## config.mk

```make
export PLATFORM = sky130hd
export DESIGN_NAME = acs_top
export DESIGN_NICKNAME = d
export VERILOG_FILES = /design/src/rtl/acs_top.v
export VERILOG_INCLUDE_DIRS = /design/src /design/src/pkg
export SDC_FILE = /design/constraint.sdc
export NUM_CORES = 1
export LEC_CHECK = 0
export ABC_AREA = 1
export BUFFER_PORTS_ARGS = -buffer_cell sky130_fd_sc_hd__buf_2
export CELL_PAD_IN_SITES_DETAIL_PLACEMENT = 0
export CELL_PAD_IN_SITES_GLOBAL_PLACEMENT = 1
export CORE_ASPECT_RATIO = 0.9
export CORE_UTILIZATION = 39
export DETAILED_ROUTE_END_ITERATION = 10
export GPL_TIMING_DRIVEN = 1
export PLACE_DENSITY = 0.91
export SYNTH_ARGS = -nofsm -noshare
export SYNTH_HDL_FRONTEND = slang
export SYNTH_SLANG_ARGS = --single-unit
```

## constraint.sdc

```tcl
create_clock -name clk -period 4.21 [get_ports clk]
set_clock_uncertainty 0.2 [all_clocks]
set_input_delay 0.421 -clock clk [delete_from_list [all_inputs] [get_ports clk]]
set_output_delay 0.421 -clock clk [all_outputs]
set_load 0.1 [all_outputs]
```

## src/pkg/acs_consts.vh

```
`ifndef ACS_CONSTS_VH
`define ACS_CONSTS_VH
`define ACS_IDX_OFS_REF   8'h65
`define ACS_IDX_AVG       8'h68
`define ACS_IDX_STATUS    8'h6A
`define ACS_IDX_PIN       8'h6B
`define ACS_IDX_CTRL      8'h70
`define ACS_RST_OFS_REF   8'h01
`define ACS_RST_AVG       8'h61
`define ACS_RST_PIN       8'h00
`define ACS_RST_CTRL      8'h02
`define ACS_RST_OFS_AVG   3'h6
`define ACS_RST_LIN_AVG   3'h1
`define ACS_OFS_AVG_HI    6
`define ACS_OFS_AVG_LO    4
`define ACS_LIN_AVG_HI    2
`define ACS_LIN_AVG_LO    0
`define ACS_STAT_SEL_HI   2
`define ACS_STAT_SEL_LO   1
`define ACS_BIT_OFFSET_REFERENCE_SELECT     2
`define ACS_BIT_TRIG_SRC  0
`define ACS_BIT_BG_EN     0
`define ACS_BIT_FG_EN     1
`define ACS_BIT_SOFT_TRIG 2
`define ACS_BIT_STOPPED   1
`define ACS_BIT_FOREGROUND_FINISHED_FLAG   0
`endif

```

## src/rtl/acs_top.v

```verilog
`timescale 1ns/10ps
`include "acs_consts.vh"
module acs_top (
  input  wire        clk,
  input  wire        sys_rst,
  input  wire        psel,
  input  wire        penable,
  input  wire        pwrite,
  input  wire [11:0] paddr,
  input  wire [31:0] pwdata,
  input  wire [3:0]  pstrb,
  output reg  [31:0] prdata,
  output reg         pready,
  output reg         pslverr,
  input  wire        calib_trigger_pin,
  input  wire        fg_finished,
  input  wire        bg_halted,
  input  wire        calib_running,
  input  wire [2:0]  calib_state_code,
  input  wire        alarm_in,
  output reg         offset_reference_select,
  output reg  [2:0]  offset_averaging_depth,
  output reg  [2:0]  linearity_averaging_depth,
  output reg         background_calib_enable,
  output reg         foreground_calib_enable,
  output reg         calib_trigger,
  output reg         calib_status_pin
);
  localparam [9:0] IDX_OFS   = {2'b00, `ACS_IDX_OFS_REF};
  localparam [9:0] IDX_AVG   = {2'b00, `ACS_IDX_AVG};
  localparam [9:0] IDX_STA   = {2'b00, `ACS_IDX_STATUS};
  localparam [9:0] IDX_PIN   = {2'b00, `ACS_IDX_PIN};
  localparam [9:0] IDX_CTL   = {2'b00, `ACS_IDX_CTRL};

  localparam [1:0] SEL_DONE  = 2'b00;
  localparam [1:0] SEL_STOP  = 2'b01;
  localparam [1:0] SEL_ALARM = 2'b10;

  reg  [7:0] ofs_ref_r;
  reg  [7:0] avg_r;
  reg  [7:0] pin_r;
  reg  [7:0] ctrl_r;
  reg        foreground_finished_flag_r;
  reg        stopped_r;
  reg        stopped_nxt;
  reg  [2:0] code_r;
  reg  [2:0] code_hold_r;
  reg  [7:0] sync1_r;
  reg  [7:0] sync2_r;
  reg  [7:0] rd_nxt;
  reg        trigger_nxt;
  reg        status_pin_nxt;

  // Engine-side inputs in one vector so the synchroniser is one loop
  wire [7:0] async_in = {calib_state_code, alarm_in, calib_running,
                         bg_halted, fg_finished, calib_trigger_pin};

  wire [9:0] word_idx = paddr[11:2];
  // First access cycle only; pready is registered, so this lasts one cycle
  wire       acc      = psel && penable && !pready;
  // Completing edge: a write lands where the master samples pready high
  wire       done     = psel && penable && pready;
  wire       wr       = done && pwrite && pstrb[0];

  wire       hit_ofs  = word_idx == IDX_OFS;
  wire       hit_avg  = word_idx == IDX_AVG;
  wire       hit_sta  = word_idx == IDX_STA;
  wire       hit_pin  = word_idx == IDX_PIN;
  wire       hit_ctl  = word_idx == IDX_CTL;
  wire       mapped   = hit_ofs | hit_avg | hit_sta | hit_pin | hit_ctl;

  wire       trig_pin_s = sync2_r[0];
  wire       fg_fin_s   = sync2_r[1];
  wire       bg_halt_s  = sync2_r[2];
  wire       run_s      = sync2_r[3];
  wire       alarm_s    = sync2_r[4];
  wire [2:0] code_s     = sync2_r[7:5];

  // Fields of the stored registers
  wire       offset_reference_select_f     = ofs_ref_r[`ACS_BIT_OFFSET_REFERENCE_SELECT];
  wire [2:0] ofs_avg_f   = avg_r[`ACS_OFS_AVG_HI:`ACS_OFS_AVG_LO];
  wire [2:0] lin_avg_f   = avg_r[`ACS_LIN_AVG_HI:`ACS_LIN_AVG_LO];
  wire       bg_en_f     = ctrl_r[`ACS_BIT_BG_EN];
  wire       fg_en_f     = ctrl_r[`ACS_BIT_FG_EN];
  wire       soft_trig_f = ctrl_r[`ACS_BIT_SOFT_TRIG];
  wire       trig_src_f  = pin_r[`ACS_BIT_TRIG_SRC];
  wire [1:0] stat_sel_f  = pin_r[`ACS_STAT_SEL_HI:`ACS_STAT_SEL_LO];

  // Two flops per engine input; only the second stage is read by logic
  genvar gi;
  generate
    for (gi = 0; gi < 8; gi = gi + 1) begin : g_sync
      always @(posedge clk) begin
        if (sys_rst) begin
          sync1_r[gi] <= 1'b0;
          sync2_r[gi] <= 1'b0;
        end else begin
          sync1_r[gi] <= async_in[gi];
          sync2_r[gi] <= sync1_r[gi];
        end
      end
    end
  endgenerate

  always @* begin
    rd_nxt = 8'h00;
    case (word_idx)
      IDX_OFS: begin
        rd_nxt = ofs_ref_r;
      end
      IDX_AVG: begin
        rd_nxt = avg_r;
      end
      IDX_STA: begin
        rd_nxt = {3'b000, code_r, stopped_r, foreground_finished_flag_r};
      end
      IDX_PIN: begin
        rd_nxt = pin_r;
      end
      IDX_CTL: begin
        rd_nxt = ctrl_r;
      end
      default: begin
        rd_nxt = 8'h00;
      end
    endcase
  end

  // One wait state: pready rises in the second access cycle
  always @(posedge clk) begin
    if (sys_rst) begin
      pready <= 1'b0;
    end else begin
      pready <= acc;
    end
  end

  // Unmapped offsets answer with an error in the same cycle as pready
  always @(posedge clk) begin
    if (sys_rst) begin
      pslverr <= 1'b0;
    end else begin
      pslverr <= acc && !mapped;
    end
  end

  // Read data stands only while pready does, zero otherwise
  always @(posedge clk) begin
    if (sys_rst) begin
      prdata <= 32'h00000000;
    end else if (acc && !pwrite) begin
      prdata <= {24'h000000, rd_nxt};
    end else begin
      prdata <= 32'h00000000;
    end
  end

  // Stored values only; reserved bits keep what software wrote
  always @(posedge clk) begin
    if (sys_rst) begin
      ofs_ref_r <= `ACS_RST_OFS_REF;
    end else if (wr && hit_ofs) begin
      ofs_ref_r <= pwdata[7:0];
    end
  end

  always @(posedge clk) begin
    if (sys_rst) begin
      avg_r <= `ACS_RST_AVG;
    end else if (wr && hit_avg) begin
      avg_r <= pwdata[7:0];
    end
  end

  always @(posedge clk) begin
    if (sys_rst) begin
      pin_r <= `ACS_RST_PIN;
    end else if (wr && hit_pin) begin
      pin_r <= pwdata[7:0];
    end
  end

  always @(posedge clk) begin
    if (sys_rst) begin
      ctrl_r <= `ACS_RST_CTRL;
    end else if (wr && hit_ctl) begin
      ctrl_r <= pwdata[7:0];
    end
  end

  // Status register has no write path; wr never reaches it

  // Flags mirror engine levels, so no set/clear race arises
  always @(posedge clk) begin
    if (sys_rst) begin
      foreground_finished_flag_r <= 1'b0;
    end else begin
      foreground_finished_flag_r <= fg_fin_s;
    end
  end

  // The code is three bits from another domain; it is taken only after
  // two equal samples, so a half-changed code never reaches software
  always @(posedge clk) begin
    if (sys_rst) begin
      code_hold_r <= 3'b000;
    end else begin
      code_hold_r <= code_s;
    end
  end

  always @(posedge clk) begin
    if (sys_rst) begin
      code_r <= 3'b000;
    end else if (code_s == code_hold_r) begin
      code_r <= code_s;
    end
  end

  // With background off the flag follows foreground completion
  always @* begin
    stopped_nxt = fg_fin_s;
    if (bg_en_f && run_s) begin
      stopped_nxt = 1'b0;
    end else if (bg_en_f) begin
      stopped_nxt = bg_halt_s;
    end
  end

  always @(posedge clk) begin
    if (sys_rst) begin
      stopped_r <= 1'b0;
    end else begin
      stopped_r <= stopped_nxt;
    end
  end

  always @* begin
    if (trig_src_f) begin
      trigger_nxt = trig_pin_s;
    end else begin
      trigger_nxt = soft_trig_f;
    end
  end

  always @* begin
    case (stat_sel_f)
      SEL_DONE: begin
        status_pin_nxt = foreground_finished_flag_r;
      end
      SEL_STOP: begin
        status_pin_nxt = stopped_r;
      end
      SEL_ALARM: begin
        status_pin_nxt = alarm_s;
      end
      default: begin
        status_pin_nxt = 1'b0;
      end
    endcase
  end

  // 0 targets mid-code, 1 follows the spare converter
  always @(posedge clk) begin
    if (sys_rst) begin
      offset_reference_select <= 1'b0;
    end else begin
      offset_reference_select <= offset_reference_select_f;
    end
  end

  always @(posedge clk) begin
    if (sys_rst) begin
      offset_averaging_depth <= `ACS_RST_OFS_AVG;
    end else begin
      offset_averaging_depth <= ofs_avg_f;
    end
  end

  always @(posedge clk) begin
    if (sys_rst) begin
      linearity_averaging_depth <= `ACS_RST_LIN_AVG;
    end else begin
      linearity_averaging_depth <= lin_avg_f;
    end
  end

  always @(posedge clk) begin
    if (sys_rst) begin
      background_calib_enable <= 1'b0;
    end else begin
      background_calib_enable <= bg_en_f;
    end
  end

  always @(posedge clk) begin
    if (sys_rst) begin
      foreground_calib_enable <= 1'b1;
    end else begin
      foreground_calib_enable <= fg_en_f;
    end
  end

  // Trigger passes one register, so the pin path sees three flops
  always @(posedge clk) begin
    if (sys_rst) begin
      calib_trigger <= 1'b0;
    end else begin
      calib_trigger <= trigger_nxt;
    end
  end

  always @(posedge clk) begin
    if (sys_rst) begin
      calib_status_pin <= 1'b0;
    end else begin
      calib_status_pin <= status_pin_nxt;
    end
  end
endmodule

```

# ---- Yosys cells after proc, flatten, opt, wreduce, memory -nomap -nowiden
# Index checks and enable logic that the tools add are counted.
dict set report word_totals {
  ff_bits 101
  in_bits 61
  out_inout_bits 45
  wordCells 70
}
dict set report op_classes {
  n_eq_ne 8
  n_mux 4
  n_bitwise 5
  n_reduce_logical 18
}
# operator count
set op_table {}
lappend op_table {{$eq 10x7->1 const B} 5}
lappend op_table {{$pmux 8 s5} 1}
lappend op_table {{$logic_and 1x1->1} 12}
lappend op_table {{$or 1x1->1} 4}
lappend op_table {{$reduce_or 2->1} 2}
lappend op_table {{$eq 3x3->1} 1}
lappend op_table {{$logic_not 1->1} 3}
lappend op_table {{$pmux 1 s3} 1}
lappend op_table {{$eq 2x1->1 const B} 1}
lappend op_table {{$eq 2x2->1 const B} 1}
lappend op_table {{$logic_not 2->1} 1}
lappend op_table {{$mux 1} 2}
lappend op_table {{$not 1->1} 1}

# ---- Logic depth before layout (Yosys ltp)
# Gate-level depths: netlist of run 1.
dict set report depth {
  depth_word 7
  ltp_mapped 10
  mapped_depth_nobuf 9
}

# ---- Least setup slack after synthesis of run 1
# No wires, ideal clock.
dict set report synth_timing {
  path_type {reg2reg}
  startpoint {register pready}
  endpoint {register avg_r[3]}
  setup_time_ns 0.119
  arrival_time_ns 2.020
  required_ns 3.891
  path_slack_ns 1.871
  path_stages_with_launch 7
  n_path_buf 1
  synth_period_minus_slack_ns 2.339
  cell_sequence {dfxtp_1 > nand3_1 > nor2_8 > nand3_2 > buf_2 > o21ai_1 > a21oi_1}
}
dict set report synth_between {
  elab_chain_len 4
}
# element line
set synth_rtl {}
lappend synth_rtl {{start: declaration} acs_top.v:13} ;# output reg pready,
lappend synth_rtl {{start signal: assignment} acs_top.v:132} ;# pready <= 1'b0;
lappend synth_rtl {{start signal: assignment} acs_top.v:134} ;# pready <= acc;
lappend synth_rtl {{$logic_and 1x1->1} acs_top.v:62} ;# wire done = psel && penable && pready;
lappend synth_rtl {{$logic_and 1x1->1 (2 in a row)} acs_top.v:63} ;# wire wr = done && pwrite && pstrb[0];
lappend synth_rtl {{$logic_and 1x1->1} acs_top.v:170} ;# end else if (wr && hit_avg) begin
lappend synth_rtl {{end signal: assignment} acs_top.v:169} ;# avg_r <= `ACS_RST_AVG;
lappend synth_rtl {{end signal: assignment} acs_top.v:171} ;# avg_r <= pwdata[7:0];
lappend synth_rtl {{end: declaration} acs_top.v:40} ;# reg [7:0] avg_r;
# No other way between the ends.
# A chain may end at the register's enable or synchronous reset.

==> results of run 1 <==
-- cell families after synthesis --
logic type | after synthesis | synth area share (%)
other cells | 1 | 0.113
buf+inv | 95 | 14.9
compound gates | 53 | 7.99
flops | 77 | 46.4
xor+xnor | 3 | 0.792
simple gates | 181 | 29.8
-- worst max-delay path: stages --
cell and delay (ns):
buf_2 0.28, inv_1 0.80, o21ai_0 0.22, a21oi_1 0.20
-- power groups by stage --
stage	sequential [mW]	clock [mW]	combinational (mW)
CTS	0.742	0.611	0.170
detailed placement	0.759	0	0.169
floorplan	0.765	0	0.153
global route	0.743	0.646	0.180
global placement	0.759	0	0.168
finish	0.742	0.596	0.169
-- area by class of cell --
type / instances / share of cell area, %
Sequential cell: 77 / 41.3
Multi-Input combinational cell: 261 / 36.7
Timing Repair Buffer: 52 / 6.97
Inverter: 58 / 6.10
Clock buffer: 10 / 3.69
Tap cell: 99 / 3.32
Clock inverter: 4 / 1.98
-- layer usage --
layer / vias to the layer above / GRT usage, %
li1: 1330 / -
met5: - / 0
met4: 0 / 5.21
met2: 74 / 27.8
met1: 1146 / 20.0
met3: 7 / 4.77
-- state kept, by name (all words and copies together) (netlist names), 3 cells and up --
register,count
avg_r,8
code_s,3
prdata,8
ofs_ref_r,8
code_hold_r,3
sync1_r,8
offset_averaging_depth,3
code_r,3
pin_r,8
ctrl_r,8
linearity_averaging_depth,3
-- cells in the mapped netlist --
cell type,n,share of area [%]
inv_1,53,6.0
xor2_1,2,0.53
inv_6,1,0.26
nor3_1,3,0.45
nand3_4,2,1.1
clkbuf_1,5,0.57
dfxtp_1,77,46
nand3b_1,1,0.23
clkinv_4,1,0.26
buf_6,4,1.4
nor2_4,4,1.4
nor2_1,66,7.5
or2_2,4,0.75
nand3_2,3,0.90
conb_1,1,0.11
o21ai_1,13,2.0
nand2_2,4,0.75
nor2_2,11,2.1
nand3_1,39,5.9
a21oi_1,19,2.9
nand4_1,4,0.75
buf_2,3,0.45
buf_4,25,5.7
o21ai_0,21,3.2
nand2_1,30,3.4
xnor2_1,1,0.26
nand2_8,1,0.60
nand2_4,5,1.7
inv_2,3,0.34
nor2_8,4,2.4
-- metrics by stage --
step	util (%)	hold slack, ns	setup WS (ns)
6_report	45.9	0.0717	2.34
5_1_grt	45.9	0.0512	2.10
4_1_cts	45.9	0.0569	2.32
3_5_place_dp	43.3	0.195	1.96
3_3_place_gp	43.3	0.190	1.97
2_1_floorplan	-	0.188	1.87
-- cell usage in the layout (no fill, tap or decap), types with 5 or more instances in the layout --
cell / instances
inv_1: 53
dfxtp_1: 77
conb_1: 24
nand3_1: 39
buf_2: 52
nand2_1: 30
clkbuf_8: 10
nor2_2: 11
a21oi_1: 19
nor2_1: 66
o21ai_1: 13
nand2_4: 5
o21ai_0: 21
-- path summary, 6_finish.rpt --
kind | end | cells past startpoint
setup / recovery | calib_trigger | 4
hold / removal | sync1_r[7] | 3
setup reg to reg | avg_r[1] | 5
hold reg to reg | run_s | 2
==> results_dict.tcl, run 1 <==
set metrics [dict create \
    totalNegativeSetupSlack_ns 0 \
    via_per_inst 4.56 \
    wl_per_cell_um 11.8 \
    floorplan.die_area_sq_mm 0.00888 \
    r2r_start "pready" \
    tritoncts "yes" \
    global_route.usage.total_pct 16.3 \
    worstSetupEndpointType "register" \
    clock_root_buffer "clkbuf_8" \
    instances_no_fill 561 \
    synth_seq_cells 77 \
    maximum_number_of_pins_on_one_net_before_global_route_repair 36 \
    p_int_mw 1.11 \
    timing.critical_path.arrival_ns 1.94 \
    place.gp.congestion 0.780 \
    initial_core_util_pct 40.8 \
    worst-slew-pin-transition_ns 0.993 \
    setup_viol 0 \
    detail_route_antenna_nets 0 \
    yosysUniqueCellTypes 30 \
    worst_setup_path_startpoint "sys_rst" \
    ys.warnings.count 0 \
    timing.fmax_mhz 533 \
    grt_overflow_total 0 \
    final_area_sq_mm 0.00373 \
    hpwl_um 4520 \
    netlist_instances 410 \
    netlist_area_sq_mm 0.00332 \
    finish.net_count 520 \
    met3_wire_length_um 365 \
    ys_seq_area_share_pct 46.4 \
    finalCriticalPeriod_ns 1.87 \
    num_io_pins 106 \
    placedInstanceArea_sq_mm 0.00352 \
    required_arrival_time_at_the_worst_endpoint_ns 4.28 \
    area_of_the_multi_input_gates_sq_mm 0.00137 \
    h_tree_depth 3 \
    cts_max_path_buffers 2 \
    wire_length_of_the_first_global_routing_pass_um 11000 \
    number_of_max_slew_violations_in_the_final_report 0 \
    area_growth_pct 12.5 \
    ir_worst_vdd_mv 0.210 \
    post_cts.resized_instances 0 \
    p_sw_mw 0.402 \
    timing.final.crit_share_pct 44.5 \
    number_of_global_route_vias_before_repair 2225 \
    clock_insertion_delay_worst_skew_ns 0.34 \
    synth.avg_cell_area_sq_um 8.10 \
    detail_route.iter0.violations 118 \
    max-cap-violations 0 \
    holdBufCountCts 0 \
    power.leakage_nw 1.74 \
    routedLengthMet1_um 3120 \
    netSwitchingFraction_pct 26.7 \
    detailroute.wirelength.met2_um 3050 \
    timing.hold.worst.class "in -> reg" \
    grt_antenna_before_repair 0 \
    fp.dieW_um 99.2 \
    setup_repair_after_global_routing_missed_its_margin "false" \
    final_hold_viol_count 0 \
    std_cell_rows 31 \
    post-layout-total-power_mw 1.51 \
    power.sequential.fraction_pct 49.2 \
    crit_type "in -> reg" \
    outcome "complete, no violations" \
    fp.coreArea_sq_mm 0.00815 \
    clock_sinks 77 \
    path_max_fanout 35 \
    power_density_mw_per_mm2 404 \
    r2r_slack_ns 2.49 \
    pwr-share-clk_pct 39.5 \
    postCtsSetupRepairBufs 0 \
    clkTransAtPathRegs_ns 0.07 \
    antennaDiodeCount 0 \
    route.final.wire_length_um 6610 \
    drive_gt1_share_pct 23.6 \
    top_layer "met4" \
    route.detailed.drc 0 \
    cts_inserted_buffers 9 \
    port_buffers 52 \
    ff_latch_area_sq_mm 0.00154 \
    worst_hold_startpoint "calib_state_code[2]" \
    pwr-share-comb_pct 11.2 \
    detailedRoute.firstPassIterationCount 4 \
    route.vias.total 2557 \
    number_of_placed_instances_taps_included 547 \
    die_h_um 89.5 \
    worst_setup_path_start_kind "input port" \
    fillerInstances 818 \
    maxSlewHeadroom_pct 33.7 \
]
No activity file was read; power rests on OpenSTA's default activity.
==> run 2: changes to the inputs <==
--- a/config.mk
+++ b/config.mk
@@ -11,10 +11,10 @@
 export CELL_PAD_IN_SITES_DETAIL_PLACEMENT = 0
 export CELL_PAD_IN_SITES_GLOBAL_PLACEMENT = 1
 export CORE_ASPECT_RATIO = 0.9
-export CORE_UTILIZATION = 39
+export CORE_UTILIZATION = 33
 export DETAILED_ROUTE_END_ITERATION = 10
 export GPL_TIMING_DRIVEN = 1
-export PLACE_DENSITY = 0.91
+export PLACE_DENSITY = 0.83
 export SYNTH_ARGS = -nofsm -noshare
 export SYNTH_HDL_FRONTEND = slang
 export SYNTH_SLANG_ARGS = --single-unit
==> constraint.sdc (replaced) <==
create_clock -name clk -period 1.51 [get_ports clk]
set_clock_uncertainty 0.2 [all_clocks]
set_input_delay 0.151 -clock clk [delete_from_list [all_inputs] [get_ports clk]]
set_output_delay 0.151 -clock clk [all_outputs]
set_load 0.1 [all_outputs]
==> run 2 against run 1 <==
The run now ends with negative hold slack left. Flip-flop and latch count unchanged. Register-to-register slack worse by 2.4 ns. Routed wire length up 10%. Hold slack worse by 0.26 ns. Die area up 18%. Critical path depth up 4. Clock power up 130%. Count of clock-buffer cells in the layout up 1.
==> results_dict.tcl, run 2 (synthesis gave the netlist of run 1 again) <==
set metrics [dict create \
    wire_length_of_the_first_global_routing_pass_um 11900 \
    max-cap-violations 0 \
    place_ws_ns -0.0249 \
    h_tree_depth 3 \
    globalRouteMet2Util_pct 24.8 \
    path_buf_inv 3 \
    final_hold_viol_count 2 \
    timing.critical_path.arrival_ns 1.48 \
    fraction_of_met1_tracks_used_by_global_routing_pct 18.1 \
    clock_insertion_delay_worst_skew_ns 0.34 \
    critical-path-top-cell-by-count "nor2_1" \
    port_buffers 52 \
    route.detailed.drc 0 \
    hpwl_um 5210 \
    area_growth_pct 25.6 \
    clock_root_buffer "clkbuf_8" \
    route.vias.total 2703 \
    via_per_inst 4.30 \
    drive_gt1_share_pct 27.2 \
    timing.fmax_mhz 695 \
    post-route-util_pct 42.8 \
    globalRoute.busiestLayer "met2" \
    cts_max_path_buffers 2 \
    place.gp.congestion 0.820 \
    std_cell_rows 34 \
    final_critical_path_setup_slack_ns 0.0719 \
    instances_no_fill 629 \
    final_common_cell "dfxtp_1" \
    worstSetupEndpointType "register" \
    grt_overflow_total 0 \
    power.leakage_nw 1.92 \
    clkTransAtPathRegs_ns 0.08 \
    worst_path_max_delay_cell "dfxtp_4" \
    clock_sinks 77 \
    slowest_delay_ns 0.36 \
    floorplan.die_area_sq_mm 0.0105 \
    power_density_mw_per_mm2 950 \
    fp.coreArea_sq_mm 0.00974 \
    detailedRoute.firstPassIterationCount 4 \
    placedInstanceArea_sq_mm 0.00381 \
    violations "negative hold slack" \
    die_h_um 97.1 \
    timing.hold.worst.class "in -> reg" \
    path_delay_family "simple AND/OR/NAND/NOR gates" \
    required_arrival_time_at_the_worst_endpoint_ns 1.55 \
    maximum_number_of_pins_on_one_net_before_global_route_repair 32 \
    crit_type "reg -> reg" \
    number_of_max_slew_violations_in_the_final_report 0 \
    detail_route_antenna_nets 0 \
    totalNegativeSetupSlack_ns 0 \
    postCtsSetupRepairBufs 0 \
    wl_per_cell_um 11.5 \
    global_route.usage.total_pct 14.6 \
    post-layout-total-power_mw 3.96 \
    finish.net_count 559 \
    finalCriticalPeriod_ns 1.44 \
    holdBufCountCts 16 \
    worst_setup_path_start_kind "register" \
    finalHoldWorstSlack_ns -0.183 \
    setup_viol 0 \
    cp_cell_sequence "nand3_4, nor2_8, buf_6, buf_12, nand2_8, clkinv_4, nor2_1, nor2_1" \
    path_max_fanout 9 \
    number_of_global_route_vias_before_repair 2579 \
    antennaDiodeCount 0 \
    grt_antenna_before_repair 0 \
    layout_common_cells "dfxtp_1, nor2_1, inv_1, buf_2, nand3_1" \
    initial_core_util_pct 34.1 \
    final_area_sq_mm 0.00417 \
    detail_route.iter0.violations 167 \
    fp.dieW_um 108 \
    tritoncts "yes" \
    cts_inserted_buffers 9 \
    num_io_pins 106 \
    ir_worst_vdd_mv 0.524 \
    route.final.wire_length_um 7260 \
    outcome "complete, but fails checks" \
    use_met3_pct 3.29 \
    number_of_placed_instances_taps_included 596 \
    timing.final.crit_share_pct 95.2 \
]
==> run 2: path summary, 6_finish.rpt <==
kind,start,end,slack [ns],depth (start not counted)
hold / removal,sys_rst,pready,-0.18,2
setup reg to reg,pready,ofs_ref_r[1],0.07,8
hold reg to reg,sync1_r[7],code_s[2],0.20,2
setup / recovery,pready,ofs_ref_r[1],0.07,8
==> run 2: metal layers <==
metal / vias to the layer above / wire length, um
li1: 1409 / -
met1: 1216 / 3240
met2: 74 / 3540
met3: 4 / 445
met4: 0 / 42
met5: - / 0
==> run 2: cell type report <==
cell class	instances	area, sq um
inverters	58	228
multi-input cells	262	1400
well taps	126	158
repair buffers	90	667
clock inverters	5	36.3
clock buffers	11	131
flip-flops and latches	77	1550
fillers	1011	5570
==> run 2: repair_timing <==
action | CTS | global route
hold endpoints to repair | 42 | 2
gates resized for setup | 0 | 5
endpoints found under the setup margin | 0 | 13
==> run 2: power by group <==
part	total [mW]	internal [mW]	leakage, nW	switching, mW
clock	1.35	0.601	0.0760	0.750
sequential	2.07	2.06	0.626	0.0109
combinational	0.542	0.121	1.22	0.421
total	3.96	2.78	1.92	1.18
==> run 2: worst reg2reg max path, delay by kind of cell (launching register included) <==
family	cells	cell delay (ns)
buffers and inverters	3	0.37
DFF	1	0.36
and+or+nand+nor	5	0.40
==> run 3: changes to the inputs <==
--- a/config.mk
+++ b/config.mk
@@ -13,8 +13,10 @@
 export CORE_ASPECT_RATIO = 0.9
 export CORE_UTILIZATION = 33
 export DETAILED_ROUTE_END_ITERATION = 10
+export GPL_ROUTABILITY_DRIVEN = 0
 export GPL_TIMING_DRIVEN = 1
 export PLACE_DENSITY = 0.83
+export SETUP_SLACK_MARGIN = 0.2
 export SYNTH_ARGS = -nofsm -noshare
 export SYNTH_HDL_FRONTEND = slang
 export SYNTH_SLANG_ARGS = --single-unit
==> run 3 against run 2 <==
The run still ends with negative hold slack left. Sequential power hardly changed. Count of clock-buffer cells in the layout is 1 higher. Combinational power is 3% higher. Cell area is 8.4% higher. Clock power is 29% higher. Largest power group unchanged.
==> results_dict.tcl, run 3 (synthesis gave the netlist of run 1 again) <==
set metrics [dict create \
    outcome "complete, but fails checks" \
    violations "negative hold slack" \
    wl_per_cell_um 12.4 \
    detailedRoute.firstPassIterationCount 5 \
    p_int_mw 3.20 \
    grt_overflow_total 0 \
    cts_max_path_buffers 2 \
    drive_gt1_share_pct 33.5 \
    clock_insertion_delay_worst_skew_ns 0.35 \
    global_route.usage.total_pct 15.9 \
    clock_root_buffer "clkbuf_8" \
    grt_antenna_before_repair 0 \
    power_density_mw_per_mm2 967 \
    route.final.wire_length_um 7870 \
    route.detailed.drc 0 \
    floorplan.die_area_sq_mm 0.0105 \
    port_buffers 52 \
    required_arrival_time_at_the_worst_endpoint_ns 1.56 \
    number_of_global_route_vias_before_repair 2703 \
    area_growth_pct 36.1 \
    cts_inserted_buffers 9 \
    initial_core_util_pct 34.1 \
    p_sw_mw 1.17 \
    max-cap-violations 0 \
    power.sequential.fraction_pct 47.4 \
    detail_route_antenna_nets 0 \
    clock_sinks 77 \
    final_common_cell "dfxtp_1" \
    detail_route.iter0.violations 150 \
    num_io_pins 106 \
    layout_common_cells "dfxtp_1, nor2_1, inv_1, nand3_1, buf_2" \
    crit_type "reg -> reg" \
    finalCriticalPeriod_ns 1.45 \
    pwr-share-clk_pct 39.9 \
    path_max_fanout 5 \
    number_of_max_slew_violations_in_the_final_report 0 \
    setup_repair_after_global_routing_missed_its_margin "true" \
    antennaDiodeCount 0 \
    finish.net_count 564 \
    worst_setup_path_start_kind "register" \
    r2r_slack_ns 0.06 \
    via_per_inst 4.42 \
    post-route-util_pct 46.4 \
    h_tree_depth 3 \
    final_hold_viol_count 3 \
    netSwitchingFraction_pct 26.8 \
    placedInstanceArea_sq_mm 0.00373 \
    die_h_um 97.1 \
    finalHoldWorstSlack_ns -0.178 \
    setup_viol 0 \
    hpwl_um 5090 \
    holdBufCountCts 17 \
    fillerInstances 925 \
    fp.coreArea_sq_mm 0.00974 \
    timing.critical_path.arrival_ns 1.50 \
    route.vias.total 2800 \
    final_area_sq_mm 0.00452 \
    pwr-share-comb_pct 12.7 \
    tritoncts "yes" \
    power.leakage_nw 2.03 \
    clkTransAtPathRegs_ns 0.08 \
    worstSetupEndpointType "register" \
    std_cell_rows 34 \
    area_of_the_multi_input_gates_sq_mm 0.00155 \
    fp.dieW_um 108 \
    maximum_number_of_pins_on_one_net_before_global_route_repair 36 \
    ff_latch_area_sq_mm 0.00155 \
    ir_worst_vdd_mv 0.663 \
    timing.final.crit_share_pct 95.7 \
    timing.fmax_mhz 692 \
    wire_length_of_the_first_global_routing_pass_um 12700 \
    timing.hold.worst.class "in -> reg" \
]
[run 3: worst paths after layout]
path / from / cells past startpoint / end
min reg2reg: sync1_r[6] / 2 / code_s[1]
min: sys_rst / 2 / pready
max reg2reg: pready / 7 / ofs_ref_r[6]
max: pready / 7 / ofs_ref_r[6]
[run 3: worst max-delay path, stage by stage (launching register included)]
cell and delay, ns:
dfxtp_4 0.37, nand3_4 0.09, nor2_8 0.14, buf_6 0.15
buf_6 0.13, nand2_8 0.09, o21ai_1 0.13, nor2_1 0.05
[run 3: what timing repair did]
item / in CTS / in global routing
pin swaps: 8 / 10
resized for setup: 50 / 44
cloned: 3 / 1
endpoints found under the hold margin: 50 / 3
endpoints found under the setup margin: 54 / 54
setup buffers: 3 / 1
[run 3: cell type report]
cell class | instances | area share, %
Inverter | 58 | 5.21
Multi-Input combinational cell | 265 | 34.3
Tap cell | 126 | 3.49
Sequential cell | 77 | 34.2
Clock buffer | 12 | 3.43
Clock inverter | 4 | 1.55
Timing Repair Buffer | 92 | 17.8
[run 3: metrics by stage]
| step | setup WS, ns | std cells | TNS, ns | hold slack, ns | total power [mW] |
|---|---|---|---|---|---|
| 2_1_floorplan | -0.113 | 433 | -1.61 | 0.0296 | 2.56 |
| 3_3_place_gp | -0.00751 | 593 | -0.0214 | 0.150 | 2.61 |
| 3_5_place_dp | -0.0419 | 593 | -0.165 | 0.160 | 2.61 |
| 4_1_cts | 0.0755 | 632 | 0 | -0.182 | 4.39 |
| 5_1_grt | -0.0154 | 634 | -0.0154 | -0.172 | 4.53 |
| 6_report | 0.0646 | 634 | 0 | -0.178 | 4.37 |
[run 3: power by group through the flow]
stage          logic [mW]  registers [mW]  clock network, mW
6_report            0.556            2.07               1.74
5_1_grt             0.588            2.07               1.87
4_1_cts             0.542            2.07               1.78
3_5_place_dp        0.496            2.12                  0
3_3_place_gp        0.492            2.12                  0
2_1_floorplan       0.426            2.13                  0
[run 3: per-layer routing]
metal / track usage (%) / vias to the layer above / wire length (um)
met3: 4.76 / 16 / 469
li1: - / 1433 / -
met1: 19.5 / 1261 / 3490
met5: 0 / - / 0
met4: 6.32 / 0 / 128
met2: 25.8 / 90 / 3790
